File: src/dcr_pkg.sv
package dcr_pkg;
  // ==========================================
  // Register indices
  localparam logic [7:0] ADDR_CONFIG = 8'h00;
  localparam logic [7:0] ADDR_BUS_ADDRESS = 8'h01;
  localparam logic [7:0] ADDR_OUT_FEATURES = 8'h02;
  // ==========================================
  // Field positions
  localparam int CFG_SPREAD_RANGE_BIT = 7;
  localparam int CFG_LANE_MAP_BIT = 6;
  localparam int CFG_MODE_HI = 3;
  localparam int CFG_MODE_LO = 2;
  localparam int CFG_SLEEP_BIT = 1;
  localparam int CFG_REG_CONTROL_BIT = 0;
  localparam int ADR_SOURCE_BIT = 7;
  localparam int ADR_FIELD_HI = 6;
  localparam int FEAT_DRIVE_EN_BIT = 7;
  localparam int FEAT_IDLE_SEL_BIT = 6;
  localparam int FEAT_SWING_BIT = 3;
  localparam int FEAT_OSC_HI = 2;
  // ==========================================
  // Reset values and writable masks
  localparam logic [7:0] CONFIG_RESET = 8'h00;
  localparam logic [7:0] BUS_ADDRESS_RESET = 8'h70;
  localparam logic [7:0] OUT_FEATURES_RESET = 8'h00;
  localparam logic [7:0] CONFIG_MASK = 8'hCF;
  localparam logic [7:0] BUS_ADDRESS_MASK = 8'hFF;
  localparam logic [7:0] OUT_FEATURES_MASK = 8'hCF;
  // ==========================================
  // Operating modes
  typedef enum logic [1:0]
  {
    MODE_NORMAL = 2'h0,
    MODE_NORMAL_FILTER = 2'h1,
    MODE_LEGACY_GEN2 = 2'h2,
    MODE_LEGACY_GEN1 = 2'h3
  } dcr_mode_type;
  // Oscillator code "reserved"
  localparam logic [2:0] OSC_RESERVED = 3'h1;
  localparam logic [2:0] OSC_OFF = 3'h0;
  // Accepted bus addresses; any other value is stored but flagged invalid
  localparam int NUM_VALID_ADDR = 4;
  localparam logic [6:0] VALID_BUS_ADDR [NUM_VALID_ADDR] =
    '{7'h71, 7'h72, 7'h73, 7'h76};
endpackage

File: src/dcr_regs.sv
// Function
// (RULE1) Config bit 7 picks spread range: 0 is 20-65 MHz, 1 is 10-20 MHz.
// (RULE2) Config bit 6 picks lane map: 0 LSBs, 1 MSBs on fourth lane.
// (RULE3) Config bits 3:2 pick mode: filter off, filter on, gen2, gen1.
// (RULE4) Config bit 1 sets sleep, keeping all register contents.
// (RULE5) Config bit 0 takes settings from registers instead of pins.
// (RULE6) Address bit 7 takes bus address from register, else strap pins.
// (RULE7) Address bits 6:0 hold bus address, reset 1110000; four values valid.
// (RULE8) Features bits 7 and 6: output enable and idle state, reset zero.
// (RULE9) Features bit 3 selects output swing: 0 low, 1 high.
// (RULE10) Features bits 2:0 pick internal oscillator; 000 off, 001 reserved.
module dcr_regs
(
  // Clock and reset
  input wire logic sys_clk,
  input wire logic rstn,
  // Register access port from the serial bus engine
  input wire logic reg_wr,
  input wire logic reg_rd,
  input wire logic [7:0] reg_addr,
  input wire logic [7:0] reg_wdata,
  output logic [7:0] reg_rdata,
  // Pin-strapped configuration (asynchronous pins)
  input wire logic [6:0] bus_address_strap,
  input wire logic pin_spread_range,
  input wire logic pin_lane_map,
  input wire logic [1:0] pin_mode,
  input wire logic pin_swing,
  input wire logic pin_drive_enable,
  input wire logic pin_idle_state,
  // Resolved configuration
  output logic low_freq_spread_range,
  output logic lane_map_select,
  output logic [1:0] op_mode,
  output logic sleep_active,
  output logic [6:0] bus_address,
  output logic bus_address_valid,
  output logic output_drive_enable,
  output logic output_idle_state_select,
  output logic swing_level_select,
  output logic [2:0] internal_oscillator_select,
  output logic oscillator_code_reserved
);

  // ==========================================
  // State
  typedef struct packed
  {
    logic [7:0] config_r;
    logic [7:0] addr_r;
    logic [7:0] feat_r;
    logic [7:0] rdata;
    logic [13:0] pin_s1;
    logic [13:0] pin_s2;
    logic spread;
    logic lane;
    logic [1:0] mode;
    logic sleep;
    logic [6:0] baddr;
    logic bvalid;
    logic drive;
    logic idle;
    logic swing;
    logic [2:0] osc;
    logic osc_rsv;
  } dcr_state_type;

  // ==========================================
  // Reset value
  // Synchronisers clear to zero, so pin-sourced settings need three edges
  // after release before they reflect the pins
  localparam dcr_state_type STATE_RESET = '{
    config_r: dcr_pkg::CONFIG_RESET,
    addr_r: dcr_pkg::BUS_ADDRESS_RESET, // [RULE7]
    feat_r: dcr_pkg::OUT_FEATURES_RESET, // [RULE8]
    rdata: 8'h00,
    pin_s1: 14'h0000,
    pin_s2: 14'h0000,
    spread: 1'b0,
    lane: 1'b0,
    mode: 2'h0,
    sleep: 1'b0,
    baddr: 7'h00,
    bvalid: 1'b0,
    drive: 1'b0,
    idle: 1'b0,
    swing: 1'b0,
    osc: 3'h0,
    osc_rsv: 1'b0
  };

  dcr_state_type state_reg;
  dcr_state_type state_next;
  logic [6:0] s_strap;
  logic s_spread;
  logic s_lane;
  logic [1:0] s_mode;
  logic s_swing;
  logic s_drive;
  logic s_idle;
  logic use_regs;
  logic [6:0] baddr_next;
  logic [dcr_pkg::NUM_VALID_ADDR-1:0] addr_hit;

  assign s_strap = state_reg.pin_s2[13:7];
  assign s_spread = state_reg.pin_s2[6];
  assign s_lane = state_reg.pin_s2[5];
  assign s_mode = state_reg.pin_s2[4:3];
  assign s_swing = state_reg.pin_s2[2];
  assign s_drive = state_reg.pin_s2[1];
  assign s_idle = state_reg.pin_s2[0];
  assign use_regs = state_reg.config_r[dcr_pkg::CFG_REG_CONTROL_BIT];

  // ==========================================
  // Bus address
  // The address source bit works even under pin control
  assign baddr_next = state_reg.addr_r[dcr_pkg::ADR_SOURCE_BIT] ? // [RULE6]
    state_reg.addr_r[dcr_pkg::ADR_FIELD_HI:0] : s_strap;

  // One comparator per accepted address; a miss only clears the flag
  for (genvar n = 0; n < dcr_pkg::NUM_VALID_ADDR; n++)
  begin : g_addr_hit
    assign addr_hit[n] = (baddr_next == dcr_pkg::VALID_BUS_ADDR[n]);
  end

  // ==========================================
  // Next state
  always_comb
  begin
    state_next = state_reg;
    // Pins are asynchronous: two flops before use
    // Straps are watched all the time, so a re-strap needs no reset
    state_next.pin_s1 = {bus_address_strap, pin_spread_range, pin_lane_map,
      pin_mode, pin_swing, pin_drive_enable, pin_idle_state};
    state_next.pin_s2 = state_reg.pin_s1;
    // Reserved bits are masked so they always read zero
    if (reg_wr)
    begin
      case (reg_addr)
        dcr_pkg::ADDR_CONFIG:
          state_next.config_r = reg_wdata & dcr_pkg::CONFIG_MASK;
        dcr_pkg::ADDR_BUS_ADDRESS:
          state_next.addr_r = reg_wdata & dcr_pkg::BUS_ADDRESS_MASK; // [RULE7]
        dcr_pkg::ADDR_OUT_FEATURES:
          state_next.feat_r = reg_wdata & dcr_pkg::OUT_FEATURES_MASK;
        // Writes to unmapped indices are dropped
        default:
          state_next.rdata = state_reg.rdata;
      endcase
    end
    // Read data is registered and holds until the next read
    if (reg_rd)
    begin
      case (reg_addr)
        dcr_pkg::ADDR_CONFIG:
          state_next.rdata = state_reg.config_r;
        dcr_pkg::ADDR_BUS_ADDRESS:
          state_next.rdata = state_reg.addr_r;
        dcr_pkg::ADDR_OUT_FEATURES:
          state_next.rdata = state_reg.feat_r;
        default:
          state_next.rdata = 8'h00;
      endcase
    end
    // Pins or registers supply the settings
    // Outputs are registered, so a change of source cannot glitch them
    if (use_regs) // [RULE5]
    begin
      state_next.spread =
        state_reg.config_r[dcr_pkg::CFG_SPREAD_RANGE_BIT]; // [RULE1]
      state_next.lane =
        state_reg.config_r[dcr_pkg::CFG_LANE_MAP_BIT]; // [RULE2]
      state_next.mode = state_reg.config_r[dcr_pkg::CFG_MODE_HI:
        dcr_pkg::CFG_MODE_LO]; // [RULE3]
      state_next.drive =
        state_reg.feat_r[dcr_pkg::FEAT_DRIVE_EN_BIT]; // [RULE8]
      state_next.idle =
        state_reg.feat_r[dcr_pkg::FEAT_IDLE_SEL_BIT]; // [RULE8]
      state_next.swing = state_reg.feat_r[dcr_pkg::FEAT_SWING_BIT]; // [RULE9]
      state_next.osc = state_reg.feat_r[dcr_pkg::FEAT_OSC_HI:0]; // [RULE10]
    end
    else
    begin
      state_next.spread = s_spread;
      state_next.lane = s_lane;
      state_next.mode = s_mode;
      state_next.drive = s_drive;
      state_next.idle = s_idle;
      state_next.swing = s_swing;
      // No oscillator pin exists, so pin control leaves it off
      state_next.osc = dcr_pkg::OSC_OFF;
    end
    // Sleep is register-only; contents are never touched by it
    state_next.sleep = state_reg.config_r[dcr_pkg::CFG_SLEEP_BIT]; // [RULE4]
    state_next.osc_rsv = (state_next.osc == dcr_pkg::OSC_RESERVED); // [RULE10]
    state_next.baddr = baddr_next;
    // A reserved address is still stored; only the flag marks it
    state_next.bvalid = |addr_hit; // [RULE7]
  end

  // ==========================================
  // Registers
  always_ff @(posedge sys_clk or negedge rstn)
  begin
    if (!rstn)
      state_reg <= STATE_RESET;
    else
      state_reg <= state_next;
  end

  // ==========================================
  // Outputs
  assign reg_rdata = state_reg.rdata;
  assign low_freq_spread_range = state_reg.spread;
  assign lane_map_select = state_reg.lane;
  assign op_mode = state_reg.mode;
  assign sleep_active = state_reg.sleep;
  assign bus_address = state_reg.baddr;
  assign bus_address_valid = state_reg.bvalid;
  assign output_drive_enable = state_reg.drive;
  assign output_idle_state_select = state_reg.idle;
  assign swing_level_select = state_reg.swing;
  assign internal_oscillator_select = state_reg.osc;
  assign oscillator_code_reserved = state_reg.osc_rsv;
endmodule

File: config.mk
export PLATFORM = sky130hd
export DESIGN_NAME = dcr_regs
export DESIGN_NICKNAME = d
export VERILOG_FILES = /design/src/dcr_pkg.sv /design/src/dcr_regs.sv
export SDC_FILE = /design/constraint.sdc
export NUM_CORES = 1
export LEC_CHECK = 0
export BUFFER_PORTS_ARGS = -buffer_cell sky130_fd_sc_hd__buf_2
export CORE_MARGIN = 8
export CORE_UTILIZATION = 48
export DETAILED_ROUTE_END_ITERATION = 8
export PLACE_DENSITY = 0.75
export RECOVER_POWER = 100
export SLEW_MARGIN = 20
export SYNTH_ARGS = -nofsm -noshare
export SYNTH_HDL_FRONTEND = slang
export SYNTH_SLANG_ARGS = --single-unit
File: constraint.sdc
create_clock -name sys_clk -period 1.4 [get_ports sys_clk]
set_input_delay 0.35 -clock sys_clk [delete_from_list [all_inputs] [get_ports sys_clk]]
set_output_delay 0.35 -clock sys_clk [all_outputs]
set_load 0.01 [all_outputs]
# Yosys cells after proc, flatten, opt, wreduce, memory -nomap -nowiden
# Cells that the tools add are included.
op_classes:
  n_eq_ne: 7
  muxes: 5
  reduce_logical: 5
ops:
  columns: ["operator", "count"]
  rows:
  - ["$eq 7x7->1 const B", 4]
  - ["$pmux 8 s3", 1]
  - ["$eq 8x1->1 const B", 1]
  - ["$eq 8x2->1 const B", 1]
  - ["$logic_not 8->1", 1]
  - ["$mux 8", 1]
  - ["$mux 7", 1]
  - ["$mux 6", 1]
  - ["$reduce_and 2->1", 3]
  - ["$mux 4", 1]
  - ["$reduce_or 4->1", 1]
  - ["$eq 3x1->1 const B", 1]
word_totals:
  reg_bits: 76
  input_bits: 34
  output_inout_bits: 28
  word_cells: 34

# Logic depth before layout (Yosys ltp)
logic_depth:
  word_depth: 3
  depth_mapped: 5

# Worst setup path after synthesis
# No wires, ideal clock.
synth_timing:
  kind: "input-to-reg"
  startpoint: "in reg_addr[1]"
  endpoint: "reg state_reg[56] in the netlist's numbering"
  t_arrival_ns: 1.362
  slack_ns: -0.087
  cell_stages: 5
  path_cell_list: "buf_2 -> nor2b_1 -> clkbuf_1 -> nand4_4 -> mux2_2"
synth_between:
  elab_chain_cells: 2
synth_rtl:
  columns: ["item", "line_no", "rtl"]
  rows:
  - ["from (decl)", "dcr_regs.sv:20", "input wire logic [7:0] reg_addr,"]
  - ["$eq 8x2->1", "dcr_regs.sv:139", "case (reg_addr)"]
  - ["$reduce_and 2->1 (no source line)", null, null]
  - ["to (signal assigned)", "dcr_regs.sv:208", "state_reg <= state_next;"]
  - ["to (decl)", "dcr_regs.sv:92", "dcr_state_type state_reg;"]
# No other way between the ends.
# A chain may end at the register's enable or synchronous reset.

==> summary.txt <==
STA
  – Fin. max-slew vios: 0
  – Hold_ws: 116 ps
  – Clk_skew: 7.76 ps
  – Final Cycle Share: 0.941
  – Setup TNS: 0 ps
  – Unrepaired setup endpoints after global routing: no
  – Setup violators final: 0
  – Slew HR: 0.584
  – Worst slew pin tran: about 620 ps
  – Fmax: between 0.7 and 0.8 GHz
  – Tmin final: between 1000 and 1500 ps
  – Final hold vios: 0

Min path
  – HP Class: input port to register
  – Hold path startpoint: pin_spread_range

Yosys
  – Syn_nets: 220
  – Area leader, netlist: dfrtp_1
  – Synth warn: 0
  – Synth unique cells: 24
  – Cell count after synthesis: 186
  – Cell Area, Synth: around 2900 sq um
  – Seq/Total Area, Yosys: 0.668
  – Top post-synthesis cells by area: dfrtp_1, mux2_2, buf_4, dfstp_2, nand4_4
  – Async set or reset register ratio after synthesis: 1.00
  – Most frequent cell after synthesis: dfrtp_1
  – Seq cells post-synth: 76
  – Ys flop type: dfrtp_1
  – Number of synthesized flops with an enable pin: 0
  – Share of the synthesized area in the top cell type: 0.641
  – Synth top cells by count: dfrtp_1, mux2_2, buf_4
  – Avg Inst Size Synth: approximately 15 sq um

Setup path
  – Crit path DAT: about 1500 ps
  – Crit path buf inv count: 1
  – Setup crit start: state_reg[71]
  – CP max stage delay: 450 ps
  – Critical Path Sink Type: register
  – Delay-heaviest family, CP: flip-flops
  – Reg2reg start: state_reg[71]
  – Worst path slowest cell: dfrtp_2
  – Critical-path cell list: buf_4 > mux2_2 > nor2_1 > a2111oi_2
  – Critical Path Source Type: register
  – WS Path Type: register to register
  – Crit Path Max Fanout: 5
  – Worst EP required: approximately 1600 ps

Clocking
  – Num CTS Buffers: 9
  – Post-CTS setup buffer count: 0
  – H-tree depth: 3
  – TritonCTS clock tree: built
  – Maximum clock insertion buffer count: 2
  – Reg clk slew, reported paths: roughly 80 ps
  – CTS root buffer: clkbuf_8
  – Clk_lat worst skew: between 300 and 400 ps
  – Clock Sinks: 76

Power
  – Power density cells: ~1400 nW/um^2
  – Lkg Pwr: around 1.6 nW
  – Worst vdd ir: 0.000711 V

Drt
  – Post-Route M1 WL: between 2000 and 2500 um
  – Drt wl/cell: between 15 and 20 um
  – Top sig layer: met4
  – Drt pass-1 iters: 4
  – WL final: 5250 um
  – Antenna-violating nets left: 0
  – Via density: around 4.8
  – Met2 WL: ~2500 um
  – Remaining DRCs: 0
  – Drt first-iter violations: 57
  – Routed length on met3: approximately 380 um
  – Via Count: approximately 1600

Floorplanning
  – Initial core utilization: 0.490
  – Die ar.: 8660 sq um
  – Core area: between 5000 and 6000 sq um
  – # IOs: 62
  – DIE WIDTH: around 93 um
  – Die Ht: between 90 and 100 um
  – Site row count: 28

Global routing
  – Global-route wire length before repair: 8800 um
  – Vias in the first global route: roughly 1700
  – Largest net degree at the start of global routing: 32
  – Antenna violations before repair: 0
  – Global router's overall resource usage: 0.134
  – Total gr overflow: 0

Placed design
  – DP HPWL: 3930 um
  – Port bufs: 61
  – Placer Congestion: about 0.81
  – Placed cell count: slightly above 300

Finish
  – ANT cells: 0
  – P&R area growth vs syn: 18.4%
  – Share of layout cells above drive strength 1: 0.395
  – Non-Filler Instances: 323
  – Max reg flops: 19
  – Fin nets: approximately 280

Status
  – Status: finished clean

Job
  – Max cap viols: 0
cell families (layout without fill, tap and decap cells):
logic type / count (synthesis) / in the layout / synth area share
flops: 76 / 76 / 0.668
buf+inv: 34 / 96 / 0.0746
mux: 40 / 40 / 0.155
simple gates: 20 / 20 / 0.0606
compound gates: 16 / 16 / 0.0412
worst reg2reg max path, cell delays in order (launching register included):
cell	delay [ps]
dfrtp_2	450
buf_4	170
mux2_2	230
nor2_1	50
a2111oi_2	320
power by group:
part / switching [mW] / internal (mW) / leakage (nW)
Sequential: 0.0459 / 2.29 / 0.949
Clock: 0.759 / 1.28 / 0.127
Combinational: 0.145 / 0.136 / 0.502
Total: 0.950 / 3.71 / 1.58
through the flow:
step                total power [mW]   util  setup WS (ps)  area [sq um]
finish                          4.66  0.581           82.2          3380
global route                    4.86  0.581           4.03          3380
CTS                             4.73  0.592           25.9          3440
detailed placement              2.68  0.545           -147          3170
global placement                2.66  0.545           -143          3170
floorplan                       2.51      -          -84.5          2850
repair_timing:
action                                  CTS  global route
endpoints found under the hold margin    21             0
gates resized for setup                   3             1
endpoints found under the setup margin    1             1
pin swaps                                 0             1
hold buffers                              1             0
area by class of cell:
cell class / count / area [sq um]
Tap cell: 75 / 93.8
Sequential cell: 76 / 1910
Timing Repair Buffer: 72 / 368
Clock buffer: 12 / 155
Clock inverter: 4 / 95.1
Inverter: 8 / 30.0
Fill cell: 495 / 2440
Multi-Input combinational cell: 76 / 728
per-layer routing:
metal	up-vias	global-route usage
met5	-	0
met4	0	0.0483
met3	6	0.0617
met2	45	0.212
met1	773	0.156
li1	736	-
final timing paths:
kind                                endpoint  depth (start not counted)  slack [ps]
hold reg to reg                   s_strap[0]                          0         350
min in group asynchronous      state_reg[62]                          2         560
max in group asynchronous         s_strap[1]                          3         150
setup / recovery           bus_address_valid                          4          80
setup reg to reg           bus_address_valid                          4          80
hold / removal                state_next[26]                          1         120
placed cells by master (no fill, tap or decap), drive strengths merged:
cell type / Yosys / final
nor3b: 1 / 1
and2: 3 / 3
nand4: 4 / 4
o22ai: 8 / 8
mux2i: 6 / 6
dfrtp: 73 / 73
dfstp: 3 / 3
clkbuf: 3 / 42
bufinv: 0 / 3
nor4: 1 / 1
buf: 23 / 41
nor2: 3 / 3
nand3: 1 / 1
clkinv: 0 / 1
inv: 8 / 8
a2bb2oi: 6 / 6
nand2b: 1 / 1
mux2: 34 / 34
and3b: 1 / 1
nor2b: 2 / 2
nand2: 3 / 3
dlygate4sd3: 0 / 1
a2111oi: 1 / 1
a31oi: 1 / 1
Power figures use the tool's default switching activity.
